## src/hw/spc_pkg.sv

```systemverilog
// Package: register map, field positions, opcodes, timing and carrier types
package spc_pkg;
  // Register offsets
  localparam logic [3:0] A_CNT_LO = 4'h0;
  localparam logic [3:0] A_CNT_HI = 4'h1;
  localparam logic [3:0] A_QUEUE = 4'h2;
  localparam logic [3:0] A_CMD = 4'h3;
  localparam logic [3:0] A_STAT = 4'h4;
  localparam logic [3:0] A_IRQ = 4'h5;
  localparam logic [3:0] A_SEQ = 4'h6;
  localparam logic [3:0] A_FLAGS = 4'h7;
  localparam logic [3:0] A_SETUP1 = 4'h8;
  localparam logic [3:0] A_CLKDIV = 4'h9;
  localparam logic [3:0] A_TEST = 4'ha;
  localparam logic [3:0] A_SETUP2 = 4'hb;
  localparam logic [3:0] A_SETUP3 = 4'hc;
  localparam logic [3:0] A_RSVBYTE = 4'hf;
  // Interrupt cause bits
  localparam int IR_SEL = 0;
  localparam int IR_SELATN = 1;
  localparam int IR_RESEL = 2;
  localparam int IR_FDONE = 3;
  localparam int IR_BSERV = 4;
  localparam int IR_DISC = 5;
  localparam int IR_ILLEGAL = 6;
  localparam int IR_BUSRST = 7;
  // First setup register bits (own ID sits in 2:0)
  localparam int S1_TEST = 3;
  localparam int S1_PAR = 4;
  localparam int S1_PTEST = 5;
  localparam int S1_RSTDIS = 6;
  localparam int S1_SLOW = 7;
  // Test register bits
  localparam int T_TGT = 0;
  localparam int T_INI = 1;
  localparam int T_TRI = 2;
  // Second setup register: reserve byte enable
  localparam int S2_RSV = 7;
  // Opcodes with the DMA bit stripped
  localparam logic [6:0] OP_NOP = 7'h00;
  localparam logic [6:0] OP_FLUSH = 7'h01;
  localparam logic [6:0] OP_CHIPRST = 7'h02;
  localparam logic [6:0] OP_BUSRST = 7'h03;
  localparam logic [6:0] OP_ABORT = 7'h06;
  localparam logic [6:0] OP_XFER = 7'h10;
  localparam logic [6:0] OP_ICC = 7'h11;
  localparam logic [6:0] OP_MSGOK = 7'h12;
  localparam logic [6:0] OP_PAD = 7'h18;
  localparam logic [6:0] OP_SETATN = 7'h1a;
  localparam logic [6:0] OP_TSEND_LO = 7'h20;
  localparam logic [6:0] OP_TSEND_HI = 7'h22;
  localparam logic [6:0] OP_TSEQ_HI = 7'h25;
  localparam logic [6:0] OP_TDISC = 7'h27;
  localparam logic [6:0] OP_TRECV_LO = 7'h28;
  localparam logic [6:0] OP_TRECV_HI = 7'h2b;
  localparam logic [6:0] OP_DISC_LO = 7'h40;
  localparam logic [6:0] OP_DISC_HI = 7'h46;
  localparam logic [2:0] SEQ_DONE = 3'h4;
  // Timing
  localparam int CLK_NS = 10;
  localparam int SETUP_NS = 55;
  localparam int SETUP_CYC = (SETUP_NS + CLK_NS - 1) / CLK_NS;
  localparam int SLOW_NS = 40;
  localparam int SLOW_CYC = (SLOW_NS + CLK_NS - 1) / CLK_NS;
  localparam int BUSRST_NS = 25000;
  localparam int BUSRST_CYC = BUSRST_NS / CLK_NS;
  localparam int QUEUE_DEPTH = 8;
  // Processor port pins
  typedef struct packed {
    logic cs_n;
    logic rd_n;
    logic wr_n;
    logic [3:0] addr;
    logic [7:0] data;
  } spc_host_t;
  // SCSI bus input pins
  typedef struct packed {
    logic request_in_n;
    logic acknowledge_in_n;
    logic io;
    logic cd;
    logic msg;
    logic rst_n;
    logic par;
    logic [7:0] data;
  } spc_bus_in_t;
  // Handshake progress
  typedef enum logic [2:0] {
    ST_IDLE = 3'b000,
    ST_SETUP = 3'b001,
    ST_STROBE = 3'b011,
    ST_WAITREL = 3'b010,
    ST_BUSRST = 3'b110
  } spc_fsm_t;
endpackage

```

## src/hw/spc_core.sv

```systemverilog
// Protocol controller register bank, command decoder, handshake engine and data queue

// Byte queue with valid/ready on both sides
module spc_queue #(
  parameter int W = 8,
  parameter int D = 8
) (
  // Clock and reset
  input wire logic clk,
  input wire logic rst_n,
  input wire logic flush,
  // Fill side
  input wire logic in_valid,
  input wire logic [W-1:0] in_data,
  output logic in_ready,
  // Drain side
  output logic out_valid,
  output logic [W-1:0] out_data,
  input wire logic out_ready,
  output logic [$clog2(D):0] level
);
  localparam int AW = $clog2(D);
  typedef struct packed {
    logic [D-1:0][W-1:0] mem;
    logic [AW-1:0] wp;
    logic [AW-1:0] rp;
    logic [AW:0] cnt;
  } spc_q_t;
  spc_q_t s, n;
  logic push, pop;

  assign in_ready = (s.cnt != D[AW:0]);
  assign out_valid = (s.cnt != '0);
  assign out_data = s.mem[s.rp];
  assign level = s.cnt;
  assign push = in_valid && in_ready;
  assign pop = out_valid && out_ready;

  // Pointer and level update; flush drops everything held
  always_comb begin
    n = s;
    if (push) begin
      n.mem[s.wp] = in_data;
      n.wp = s.wp + 1'b1;
    end
    if (pop) begin
      n.rp = s.rp + 1'b1;
    end
    n.cnt = s.cnt + {{AW{1'b0}}, push} - {{AW{1'b0}}, pop};
    if (flush) begin
      n.wp = '0;
      n.rp = '0;
      n.cnt = '0;
    end
  end

  always_ff @(posedge clk or negedge rst_n) begin
    if (!rst_n) s <= '0;
    else s <= n;
  end
endmodule // spc_queue

module spc_core (
  // Clock and reset
  input wire logic MCLK,
  input wire logic RESETN,
  // Processor port
  input wire spc_pkg::spc_host_t HOST_IN,
  output logic [7:0] DATA_OUT,
  output logic DATA_OE,
  output logic INT_N,
  // SCSI bus
  input wire spc_pkg::spc_bus_in_t BUS_IN,
  output logic [7:0] BUS_DATA_OUT,
  output logic BUS_PARITY_OUT,
  output logic BUS_DATA_OE,
  output logic REQUEST_OUT_N,
  output logic ACKNOWLEDGE_OUT_N,
  output logic ATTENTION_OUT_N,
  output logic BUS_RESET_OUT,
  output logic BUS_CTRL_OE
);
  import spc_pkg::*;

  typedef struct packed {
    spc_host_t hs1;
    spc_host_t hs2;
    logic hcs_p;
    logic hrd_p;
    logic hwr_p;
    spc_bus_in_t bs1;
    spc_bus_in_t bs2;
    logic brst_p;
    logic [15:0] cnt_load;
    logic [15:0] cnt;
    logic [7:0] cmd;
    logic xdone;
    logic zero;
    logic perr;
    logic gerr;
    logic [7:0] irq;
    logic [2:0] seq;
    logic [7:0] dest_id;
    logic [7:0] sel_to;
    logic [7:0] speriod;
    logic [7:0] soffset;
    logic [7:0] setup1;
    logic [7:0] clkdiv;
    logic [7:0] test;
    logic [7:0] setup2;
    logic [7:0] setup3;
    logic [7:0] rsv;
    logic sel_en;
    spc_fsm_t fsm;
    logic [11:0] tmr;
    logic xfer;
    logic send;
    logic tgt;
    logic pad;
    logic ph;
    logic req_n;
    logic ack_n;
    logic atn_n;
    logic int_n;
    logic rst_o;
    logic [7:0] bdata;
    logic bpar;
    logic bdoe;
    logic boe;
    logic ctrl_oe;
    logic [7:0] hdata;
    logic hoe;
  } spc_st_t;

  function automatic spc_st_t rst_val();
    rst_val = '0;
    rst_val.hs1 = '1;
    rst_val.hs2 = '1;
    rst_val.hcs_p = 1'b1;
    rst_val.hrd_p = 1'b1;
    rst_val.hwr_p = 1'b1;
    rst_val.bs1 = '1;
    rst_val.bs2 = '1;
    rst_val.brst_p = 1'b1;
    rst_val.req_n = 1'b1;
    rst_val.ack_n = 1'b1;
    rst_val.atn_n = 1'b1;
    rst_val.int_n = 1'b1;
    rst_val.ctrl_oe = 1'b1;
  endfunction

  localparam spc_st_t ST_RST = rst_val();
  localparam logic [11:0] SETUP_T = 12'(SETUP_CYC);
  localparam logic [11:0] SLOW_T = 12'(SLOW_CYC);
  localparam logic [11:0] BUSRST_T = 12'(BUSRST_CYC);

  spc_st_t s, n;
  logic q_in_valid, q_in_ready, q_out_valid, q_out_ready, q_flush;
  logic [7:0] q_in_data, q_out_data;
  logic [3:0] q_level;
  logic wr_evt, rd_evt, peer_on, ready, byte_done, capture, strobe;
  logic [6:0] op;
  logic [7:0] rdata, sbyte;

  spc_queue #(.W(8), .D(QUEUE_DEPTH)) u_queue (
    .clk(MCLK),
    .rst_n(RESETN),
    .flush(q_flush),
    .in_valid(q_in_valid),
    .in_data(q_in_data),
    .in_ready(q_in_ready),
    .out_valid(q_out_valid),
    .out_data(q_out_data),
    .out_ready(q_out_ready),
    .level(q_level)
  );

  // Outputs come straight from the state register
  assign DATA_OUT = s.hdata;
  assign DATA_OE = s.hoe;
  assign INT_N = s.int_n;
  assign BUS_DATA_OUT = s.bdata;
  assign BUS_PARITY_OUT = s.bpar;
  assign BUS_DATA_OE = s.boe;
  assign REQUEST_OUT_N = s.req_n;
  assign ACKNOWLEDGE_OUT_N = s.ack_n;
  assign ATTENTION_OUT_N = s.atn_n;
  assign BUS_RESET_OUT = s.rst_o;
  assign BUS_CTRL_OE = s.ctrl_oe;

  // Read data mux; unlisted and reserved addresses read zero
  always_comb begin
    case (s.hs2.addr)
      A_CNT_LO: rdata = s.cnt[7:0];
      A_CNT_HI: rdata = s.cnt[15:8];
      A_QUEUE: rdata = (!q_out_valid && s.setup2[S2_RSV]) ? s.rsv : q_out_data;
      A_CMD: rdata = s.cmd;
      A_STAT: rdata = {~s.int_n, s.gerr, s.perr, s.zero, s.xdone,
                       ~s.bs2.msg, ~s.bs2.cd, ~s.bs2.io};
      A_IRQ: rdata = s.irq;
      A_SEQ: rdata = {5'h00, s.seq};
      A_FLAGS: rdata = {s.seq, 1'b0, q_level};
      A_SETUP1: rdata = s.setup1;
      A_SETUP2: rdata = s.setup2;
      A_SETUP3: rdata = s.setup3;
      default: rdata = 8'h00;
    endcase
  end

  // Host strobes are resynchronised; act on the edge seen after the second stage
  assign wr_evt = s.hs2.wr_n && !s.hwr_p && !s.hcs_p;
  assign rd_evt = !s.hs2.rd_n && s.hrd_p && !s.hs2.cs_n;
  assign op = s.hs2.data[6:0];
  // Peer strobe: a target watches acknowledge, an initiator watches request
  assign peer_on = s.tgt ? !s.bs2.acknowledge_in_n : !s.bs2.request_in_n;
  assign ready = s.send ? (s.pad || q_out_valid) : q_in_ready;
  assign sbyte = s.pad ? 8'h00 : q_out_data;

  // Queue feed: bus receive wins; host port only used outside transfers
  always_comb begin
    q_in_valid = 1'b0;
    q_in_data = s.bs2.data;
    q_out_ready = 1'b0;
    q_flush = 1'b0;
    if (capture && !s.pad) begin
      q_in_valid = 1'b1;
    end else if (wr_evt && s.hs2.addr == A_QUEUE && !s.xfer) begin
      q_in_valid = 1'b1;
      q_in_data = s.hs2.data;
    end
    if (byte_done && s.send && !s.pad) begin
      q_out_ready = 1'b1;
    end else if (rd_evt && s.hs2.addr == A_QUEUE && !s.xfer) begin
      q_out_ready = 1'b1;
    end
    // Chip reset empties the queue too, so no stale byte survives it
    if (wr_evt && s.hs2.addr == A_CMD && (op == OP_FLUSH || op == OP_CHIPRST)) begin
      q_flush = 1'b1;
    end
  end

  // Register bank, command decode and handshake engine
  always_comb begin
    n = s;
    capture = 1'b0;
    byte_done = 1'b0;
    strobe = s.tgt ? !s.req_n : !s.ack_n;
    n.hs1 = HOST_IN;
    n.hs2 = s.hs1;
    n.hcs_p = s.hs2.cs_n;
    n.hrd_p = s.hs2.rd_n;
    n.hwr_p = s.hs2.wr_n;
    n.bs1 = BUS_IN;
    n.bs2 = s.bs1;
    n.brst_p = s.bs2.rst_n;
    // Reading the causes clears them; any event below still lands
    if (rd_evt) begin
      n.hdata = rdata;
      n.hoe = 1'b1;
      if (s.hs2.addr == A_IRQ) begin
        n.irq = 8'h00;
        n.seq = 3'h0;
        n.perr = 1'b0;
        n.gerr = 1'b0;
      end
    end else if (s.hs2.rd_n || s.hs2.cs_n) begin
      n.hoe = 1'b0;
    end
    if (wr_evt) begin
      case (s.hs2.addr)
        A_CNT_LO: n.cnt_load[7:0] = s.hs2.data;
        A_CNT_HI: n.cnt_load[15:8] = s.hs2.data;
        A_QUEUE: n.gerr = s.gerr || !q_in_ready || s.xfer;
        A_STAT: n.dest_id = s.hs2.data;
        A_IRQ: n.sel_to = s.hs2.data;
        A_SEQ: n.speriod = s.hs2.data;
        A_FLAGS: n.soffset = s.hs2.data;
        A_SETUP1: n.setup1 = s.hs2.data;
        A_CLKDIV: n.clkdiv = s.hs2.data;
        A_TEST: if (s.setup1[S1_TEST]) n.test = s.hs2.data;
        A_SETUP2: n.setup2 = s.hs2.data;
        A_SETUP3: n.setup3 = s.hs2.data;
        A_RSVBYTE: n.rsv = s.hs2.data;
        A_CMD: begin
          n.cmd = s.hs2.data;
          // Opcodes that start a transfer reload the counter
          if (s.xfer && op != OP_ABORT && op != OP_CHIPRST) begin
            n.gerr = 1'b1;
          end else if (op == OP_NOP || op == OP_FLUSH) begin
            n.cmd = s.hs2.data;
          end else if (op == OP_CHIPRST) begin
            n = ST_RST;
          end else if (op == OP_BUSRST) begin
            n.fsm = ST_BUSRST;
            n.tmr = BUSRST_T;
            n.rst_o = 1'b1;
          end else if (op == OP_ABORT) begin
            n.xfer = 1'b0;
            n.fsm = ST_IDLE;
            n.irq[IR_FDONE] = 1'b1;
          end else if (op == OP_XFER || op == OP_PAD) begin
            n.xfer = 1'b1;
            n.pad = (op == OP_PAD);
            n.tgt = s.test[T_TGT];
            n.send = s.bs2.io; // I/O released high: data leaves toward the peer
            n.cnt = s.cnt_load;
            n.xdone = 1'b0;
            n.zero = 1'b0;
          end else if (op == OP_ICC || op == OP_MSGOK) begin
            n.irq[IR_FDONE] = 1'b1;
            if (op == OP_MSGOK) n.atn_n = 1'b1;
          end else if (op == OP_SETATN) begin
            n.atn_n = 1'b0;
          end else if ((op >= OP_TSEND_LO && op <= OP_TSEND_HI) ||
                       (op >= OP_TRECV_LO && op <= OP_TRECV_HI)) begin
            n.xfer = 1'b1;
            n.pad = 1'b0;
            n.tgt = !s.test[T_INI];
            n.send = (op <= OP_TSEND_HI);
            n.cnt = s.cnt_load;
            n.xdone = 1'b0;
            n.zero = 1'b0;
          end else if ((op > OP_TSEND_HI && op <= OP_TSEQ_HI) || op == OP_TDISC) begin
            n.irq[IR_FDONE] = 1'b1;
            n.seq = SEQ_DONE;
          end else if (op >= OP_DISC_LO && op <= OP_DISC_HI) begin
            n.irq[IR_FDONE] = 1'b1;
            n.seq = SEQ_DONE;
            if (op == OP_DISC_LO + 7'h04) n.sel_en = 1'b1;
            if (op == OP_DISC_LO + 7'h05) n.sel_en = 1'b0;
          end else begin
            n.irq[IR_ILLEGAL] = 1'b1;
          end
        end
        default: n.cmd = s.cmd;
      endcase
    end
    // Handshake engine
    case (s.fsm)
      ST_IDLE: begin
        if (s.xfer && s.send && s.soffset != 8'h00) begin
          // Synchronous: data and strobe on the rising phase, release on falling
          n.ph = !s.ph;
          if (!s.ph && ready) begin
            n.bdata = sbyte;
            n.bpar = ~^sbyte ^ s.setup1[S1_PTEST];
            n.bdoe = 1'b1;
            if (s.tgt) n.req_n = 1'b0;
            else n.ack_n = 1'b0;
          end else if (s.ph && strobe) begin
            n.req_n = 1'b1;
            n.ack_n = 1'b1;
            byte_done = 1'b1;
          end
        end else if (s.xfer && ready && (s.tgt ? !peer_on : peer_on)) begin
          if (s.send) begin
            n.bdata = sbyte;
            n.bpar = ~^sbyte ^ s.setup1[S1_PTEST];
            n.bdoe = 1'b1;
            n.tmr = s.setup1[S1_SLOW] ? SETUP_T + SLOW_T : SETUP_T;
            n.fsm = ST_SETUP;
          end else begin
            capture = !s.tgt;
            if (s.tgt) n.req_n = 1'b0;
            else n.ack_n = 1'b0;
            n.fsm = ST_STROBE;
          end
        end
      end
      ST_SETUP: begin
        // Data already on the bus; strobe only after the setup time
        if (s.tmr <= 12'h001) begin
          if (s.tgt) n.req_n = 1'b0;
          else n.ack_n = 1'b0;
          n.fsm = ST_STROBE;
        end else begin
          n.tmr = s.tmr - 12'h001;
        end
      end
      ST_STROBE: begin
        if (s.tgt && peer_on) begin
          capture = !s.send;
          n.req_n = 1'b1;
          byte_done = 1'b1;
          n.fsm = ST_WAITREL;
        end else if (!s.tgt && !peer_on) begin
          n.ack_n = 1'b1;
          byte_done = 1'b1;
          n.fsm = ST_IDLE;
        end
      end
      ST_WAITREL: begin
        // Next request goes out only once acknowledge has risen
        if (!peer_on) n.fsm = ST_IDLE;
      end
      ST_BUSRST: begin
        if (s.tmr <= 12'h001) begin
          n.rst_o = 1'b0;
          n.fsm = ST_IDLE;
        end else begin
          n.tmr = s.tmr - 12'h001;
        end
      end
      default: n.fsm = ST_IDLE;
    endcase
    // Received parity is odd across data and parity bit
    if (capture && s.setup1[S1_PAR] && !(^{s.bs2.data, s.bs2.par})) begin
      n.perr = 1'b1;
    end
    if (byte_done) begin
      n.cnt = s.cnt - 16'h0001;
      if (s.cnt == 16'h0001) begin
        n.zero = 1'b1;
        n.xdone = 1'b1;
        n.xfer = 1'b0;
        n.irq[IR_BSERV] = 1'b1;
      end
    end
    if (!n.xfer) n.bdoe = 1'b0;
    // Falling edge of the bus reset line raises a cause unless muted
    if (!s.bs2.rst_n && s.brst_p && !s.setup1[S1_RSTDIS]) begin
      n.irq[IR_BUSRST] = 1'b1;
    end
    n.int_n = !(|n.irq);
    n.boe = n.bdoe && !n.test[T_TRI];
    n.ctrl_oe = !n.test[T_TRI];
  end

  always_ff @(posedge MCLK or negedge RESETN) begin
    if (!RESETN) s <= ST_RST;
    else s <= n;
  end
endmodule // spc_core

```

## config.mk

```make
export PLATFORM = sky130hd
export DESIGN_NAME = spc_core
export DESIGN_NICKNAME = d
export VERILOG_FILES = /design/src/hw/spc_pkg.sv /design/src/hw/spc_core.sv
export SDC_FILE = /design/constraint.sdc
export NUM_CORES = 1
export LEC_CHECK = 0
export BUFFER_PORTS_ARGS = -buffer_cell sky130_fd_sc_hd__buf_2
export CAP_MARGIN = 20
export CORE_AREA = 2 2 157 159
export DETAILED_ROUTE_END_ITERATION = 6
export DIE_AREA = 0 0 159 161
export PLACE_DENSITY = 0.77
export SYNTH_ARGS = -nofsm -noshare
export SYNTH_HDL_FRONTEND = slang
export SYNTH_HIERARCHICAL = 1
export SYNTH_SLANG_ARGS = --single-unit
```

## constraint.sdc

```tcl
create_clock -name MCLK -period 4.3 [get_ports MCLK]
set_clock_uncertainty 0.15 [all_clocks]
set_input_delay 0.86 -clock MCLK [delete_from_list [all_inputs] [get_ports MCLK]]
set_output_delay 0.86 -clock MCLK [all_outputs]
set_load 0.005 [all_outputs]
```

After elaboration in Yosys (flattened, before gate mapping)
Index checks and enable logic that the tools add are counted.

Add/sub/neg operators: 6. Order comparisons: 12. Equality and inequality tests: 53. Muxes and demuxes: 189. Bitwise gates (word level): 7. Reductions and logical operators: 115.

Operator list (count): 246-bit two-way mux (1); 8-bit case mux with 2 select lines (12); 80-bit two-way mux (2); 16-bit two-way mux (9); 142-bit two-way mux (1); 138-bit two-way mux (1); 107-bit two-way mux (1); 96-bit two-way mux (1); 8-bit two-way mux (11); 8-bit case mux with 11 select lines (1); 1-bit two-way mux (76); 3-bit two-way mux (23); 64-bit bitwise mux (1); 64-bit two-way mux (1); 10-bit two-way mux (6); 5-bit AND reduction (11); 47-bit two-way mux (1); 1-bit logical AND (36); 12-bit two-way mux (3); 7-bit by 5-bit equality test with 1-bit output, second input constant (5); 2-bit two-way mux (17); 2-bit nonzero test (17); 15-bit two-way mux (2); 9-bit AND reduction (3); 60 further kinds (140).

Flip-flop bits (word level): 320. Input bits: 32. Output and inout bits: 25. Word-level logic and storage cells: 464.

Depth between registers and ports, before layout
Word-level depth: 23. Mapped depth: 16. Mapped depth without buffers: 15.

Modules after synthesis
The synthesis kept the hierarchy.

Modules (own cells, without submodules): spc_core (times used 1, cells each 974, area each 10515.1 sq um); spc_queue (times used 1, cells each 239, area each 3623.5 sq um).

Worst setup path before layout
OpenSTA, ideal clock, no wires.

Path type: register -> register. Start: reg s[28] (netlist bit). End: reg u_queue.s (netlist bit u_queue/level[2]). Setup time: 132 ps. Arrival: 3275 ps. Data required time: 4018 ps. Setup slack: 743 ps. Stages on the path, launching flop included: 17. Path buffers: 3. Clock period less this slack: 3557 ps. Cells stage by stage: dfrtp_1 clkbuf_1 mux2_2 ha_1 o211ai_1 o31a_1 buf_2 buf_2 o31ai_1 inv_1 nor2_1 ha_1 inv_1 ha_1 fa_1 xnor2_1 nor2_1.

RTL lines: start: declaration (RTL line spc_core.sv:157) `spc_st_t s, n;`; start signal: assignment (RTL line spc_core.sv:431) `else s <= n;`; end signal: assignment (RTL line spc_core.sv:59) `else s <= n;`; end: declaration (RTL line spc_core.sv:29) `spc_q_t s, n;`.

Worst setup path in the final report
Start: reg s[28] (netlist bit). End: reg u_queue/s[58] (netlist bit).

Word-level cells in the longest chain between the ends: 10.

Ends and longest elaborated chain: 1-bit two-way mux (RTL line spc_core.sv:215) `assign peer_on = s.tgt ? !s.bs2.acknowledge_in_n : !s.bs2.request_in_n;`; 1-bit logical NOT; 1-bit two-way mux (RTL line spc_core.sv:355) `end else if (s.xfer && ready && (s.tgt ? !peer_on : peer_on)) begin`; 1-bit logical AND (RTL line spc_core.sv:355); 1-bit two-way mux (RTL line spc_core.sv:355); 1-bit two-way mux (RTL line spc_core.sv:341) `if (s.xfer && s.send && s.soffset != 8'h00) begin`; 1-bit case mux with 2 select lines (*) (RTL line spc_core.sv:339) `case (s.fsm)`; 1-bit logical AND (*) (RTL line spc_core.sv:225) `if (capture && !s.pad) begin`; 1-bit two-way mux (*) (RTL line spc_core.sv:225); net q_in_valid (RTL line spc_core.sv:158) `logic q_in_valid, q_in_ready, q_out_valid, q_out_ready, q_flush;`; 1-bit logical AND (*) (RTL line spc_core.sv:36) `assign push = in_valid && in_ready;`.

The timed path passes the listed nets; every way through them passes the cells marked *. A chain may end at the register's enable or synchronous reset.

==> impl_metrics.env <==
export IMPL_status="finished, final reports clean"
export IMPL_wl_met3_microns=2650
export IMPL_clkTransAtPathRegs_ns=0.06
export IMPL_portBuffers=56
export IMPL_dr_pass1_iters=5
export IMPL_relSlewSlack_pct=36.1
export IMPL_fillers=1833
export IMPL_syn_area_sq_um=14100
export IMPL_vias=10092
export IMPL_htreeDepth=1
export IMPL_p_leak_nw=7.14
export IMPL_cts_buffer_depth=3
export IMPL_dp_hpwl_microns=24600
export IMPL_grt_pass1_wl_microns=57100
export IMPL_tritoncts="yes"
export IMPL_synth_xor_area_share_pct=1.59
export IMPL_synth_compound_area_share_pct=11.5
export IMPL_track_usage_pct=28.1
export IMPL_die_area_sq_um=25600
export IMPL_cp_slowest_stage_delay_ns=0.68
export IMPL_final_nets=1293
export IMPL_preCtsSetupSlack_ns=0.587
export IMPL_gp_congestion=0.958
export IMPL_postSynthCellCount=1213
export IMPL_drv_slew=0
export IMPL_die_w_microns=159
export IMPL_setup_tns_ns=0
export IMPL_cts_setup_buffers=0
export IMPL_routed_wl_microns=35500
export IMPL_cp_arrival_ns=4.08
export IMPL_grt_overflow_total=0
export IMPL_cap_violations=0
export IMPL_clk_latency_ns=0.56
export IMPL_total_power_mw=8.08
export IMPL_route_detailed_drc=0
export IMPL_ant_nets=0
export IMPL_seq_area_sq_um=7140
export IMPL_fin_util_pct=65.4
export IMPL_coreArea_sq_um=24000
export IMPL_worst_pin_slew_ns=0.950
export IMPL_synth_top_family_by_area="simple AND/OR/NAND/NOR gates"
export IMPL_min_period_ns=3.80
export IMPL_setup_slack_ns=0.504
export IMPL_clockRootBuffer="clkbuf_16"
export IMPL_avgSynthCellArea_sq_um=11.7
export IMPL_topRoutingLayerUsed="met4"
export IMPL_hold_ws_ns=0.168
export IMPL_grt_max_degree=98
export IMPL_ys_warn_count=6
export IMPL_endpoint_kind="register"
export IMPL_synth_mux_area_fraction_pct=15.0
export IMPL_swShare_pct=31.4
export IMPL_p_per_area_nw_per_um2=515
export IMPL_diodes=0
export IMPL_comb_power_share_pct=25.9
export IMPL_setup_viol=0
export IMPL_synth_ff_type="dfrtp_1"
export IMPL_p_seq_share_pct=41.5
export IMPL_cts_buffers=30
export IMPL_synthArstFlopShare_pct=100
export IMPL_path_class="register to register"
export IMPL_start_util_pct=59.0
export IMPL_critPathSlowestCell="nor4_4"
export IMPL_area_growth_pct=10.9
export IMPL_die_height_microns=161
export IMPL_internal_power_mw=5.54
export IMPL_post_route_cells_drive_above_1_share_pct=31.9
export IMPL_crit_chain="mux2_2 -> ha_1 -> nand2_1 -> a21oi_1 -> a22oi_1 -> o21bai_1 -> inv_1 -> nor4_4 -> mux2_2"
export IMPL_crit_fanout=9
export IMPL_synth_distinct_cells=91
export IMPL_cts_sinks=282
export IMPL_ys_top_cells_by_area="dfrtp_1 38%, dfstp_2 13%, mux2_2 11%, nand2b_1 3.6%, mux4_2 2.7%"
export IMPL_hold_violations=0
export IMPL_drt_iter0_drc=1092
export IMPL_grt_pass1_vias=10122
export IMPL_fp_row_count=57
export IMPL_synth_top_cell_area_share_pct=37.7
export IMPL_multi_input_comb_area_sq_um=6450
export IMPL_rsz0062_at_grt="false"
export IMPL_synthAdderAreaFrac_pct=1.29
export IMPL_antenna_found_initial=0
export IMPL_wl_per_cell_microns=22.3
export IMPL_syn_num_nets=1259
export IMPL_peakVddDrop_mv=0.405
export IMPL_min_path_type="primary input to async pin"
export IMPL_synth_edf_count=0
export IMPL_synth_simple_area_share_pct=16.2
export IMPL_ctsHoldBuffers=0
export IMPL_start_kind="register"
export IMPL_seq_area_frac_synth_pct=50.5
export IMPL_period_share_pct=88.3
export IMPL_viasPerCell=6.33
export IMPL_wirelength_met1_microns=14800
export IMPL_wl_met2_microns=16600
export IMPL_ys_ff_latch=282
export IMPL_switching_power_mw=2.54
export IMPL_fmax_mhz=263
export IMPL_path_common_cell="mux2_2"
export IMPL_pin_count=57
export IMPL_synth_top_area_cell="dfrtp_1"
export IMPL_required_ns=4.58
export IMPL_cts_repair_resized=0
export IMPL_pwr_share_clk_pct=32.6
==> stage by stage <==
stage / std cells / instance area, sq um
final: 1594 / 15700
after global routing: 1594 / 15700
after CTS: 1593 / 15700
after detailed placement: 1538 / 14600
after global placement: 1538 / 14600
after floorplan: 1213 / 14100
==> area by class of cell <==
class	instances	share of cell area, %
Clock inverter	10	0.558
Multi-Input combinational cell	817	41.2
Inverter	27	0.646
Clock buffer	45	6.00
Timing Repair Buffer	89	3.51
Tap cell	324	2.58
Sequential cell	282	45.5
==> layer usage <==
| layer | vias to the layer above | GRT usage (%) |
|---|---|---|
| met5 | - | 0 |
| met1 | 5042 | 39.0 |
| li1 | 4511 | - |
| met3 | 104 | 4.80 |
| met2 | 435 | 45.3 |
| met4 | 0 | 10.0 |
==> cells by family (layout without fill, tap and decap cells) <==
family | count (synthesis) | after routing
AND/OR/NAND/NOR | 379 | 379
flip-flops | 282 | 282
AO/OA/AOI/OAI | 227 | 227
multiplexers | 173 | 173
buffers and inverters | 114 | 171
XOR/XNOR | 24 | 24
adder cells (fa/ha/maj) | 14 | 14
==> synthesized netlist by cell type, types with 4 or more instances <==
| master | count |
|---|---|
| dfrtp_1 | 213 |
| mux2_2 | 140 |
| nand2b_1 | 81 |
| dfstp_2 | 69 |
| nand2_1 | 59 |
| nor2_1 | 56 |
| a21oi_1 | 45 |
| clkbuf_1 | 45 |
| o21ai_0 | 43 |
| nand3_1 | 27 |
| inv_1 | 25 |
| buf_4 | 22 |
| nor3_1 | 22 |
| a221o_1 | 20 |
| nor4_1 | 18 |
| mux4_2 | 17 |
| xnor2_1 | 17 |
| mux2i_1 | 16 |
| a22o_1 | 15 |
| nor2b_1 | 14 |
| ha_1 | 13 |
| and2_1 | 12 |
| nor3b_1 | 12 |
| a21o_1 | 10 |
| a32oi_1 | 10 |
| buf_2 | 10 |
| or3_1 | 10 |
| a22oi_1 | 9 |
| a31oi_1 | 9 |
| o31ai_1 | 9 |
| and3_1 | 8 |
| o22ai_1 | 8 |
| a32o_1 | 7 |
| nand4_1 | 7 |
| xor2_1 | 6 |
| buf_1 | 5 |
| or2_2 | 5 |
| and3b_1 | 4 |
| nor4bb_1 | 4 |
| o211ai_1 | 4 |
==> worst paths after layout <==
| check | cells after the start | to | startpoint | slack [ns] |
|---|---|---|---|---|
| min in group MCLK | 0 | s[213] | s[228] | 0.22 |
| hold reg to reg | 0 | s[213] | s[228] | 0.22 |
| setup reg to reg | 9 | u_queue/s[58] | s[28] | 0.50 |
| hold / removal | 1 | DATA_OE | RESETN | 0.17 |
| max in group asynchronous | 2 | s[54] | RESETN | 2.74 |
| setup / recovery | 9 | u_queue/s[58] | s[28] | 0.50 |
==> power by group through the flow <==
| stage | Sequential (mW) | Combinational (mW) | Clock, mW |
|---|---|---|---|
| 5_1_grt | 3.40 | 2.31 | 2.80 |
| 6_report | 3.35 | 2.10 | 2.64 |
| 2_1_floorplan | 3.22 | 1.70 | 0 |
| 4_1_cts | 3.34 | 2.09 | 2.67 |
| 3_3_place_gp | 3.37 | 2.02 | 0 |
| 3_5_place_dp | 3.38 | 2.07 | 0 |
==> placed cells by master (no fill, tap or decap), drive strengths merged, types with 8 or more instances in the layout <==
cell type	instances
dfrtp	213
mux2	140
buf	89
nand2b	81
dfstp	69
nand2	61
nor2	57
o21ai	47
a21oi	45
clkbuf	45
nand3	28
inv	28
nor3	24
nor4	24
a221o	20
xnor2	17
mux4	17
mux2i	16
a22o	15
nor2b	14
ha	13
nor3b	13
and2	12
or3	10
a21o	10
a32oi	10
a31oi	9
a22oi	9
o31ai	9
o22ai	8
and3	8
==> flip-flops by register name, indices dropped and copies added (netlist names), 4 cells and up <==
name           count
s                176
u_queue/s         70
BUS_DATA_OUT       8
DATA_OUT           8
op                 7
u_queue/level      4
==> critical path: cells and delay by family (launching register included) <==
family                     cells  cell delay (ns)
AOI/OAI and AO/OA              3             0.91
adders and majority gates      1             0.31
buffers and inverters          1             0.22
DFF                            1             0.51
muxes                          2             0.83
and+or+nand+nor                2             0.75
No activity file was read; power rests on OpenSTA's default activity.
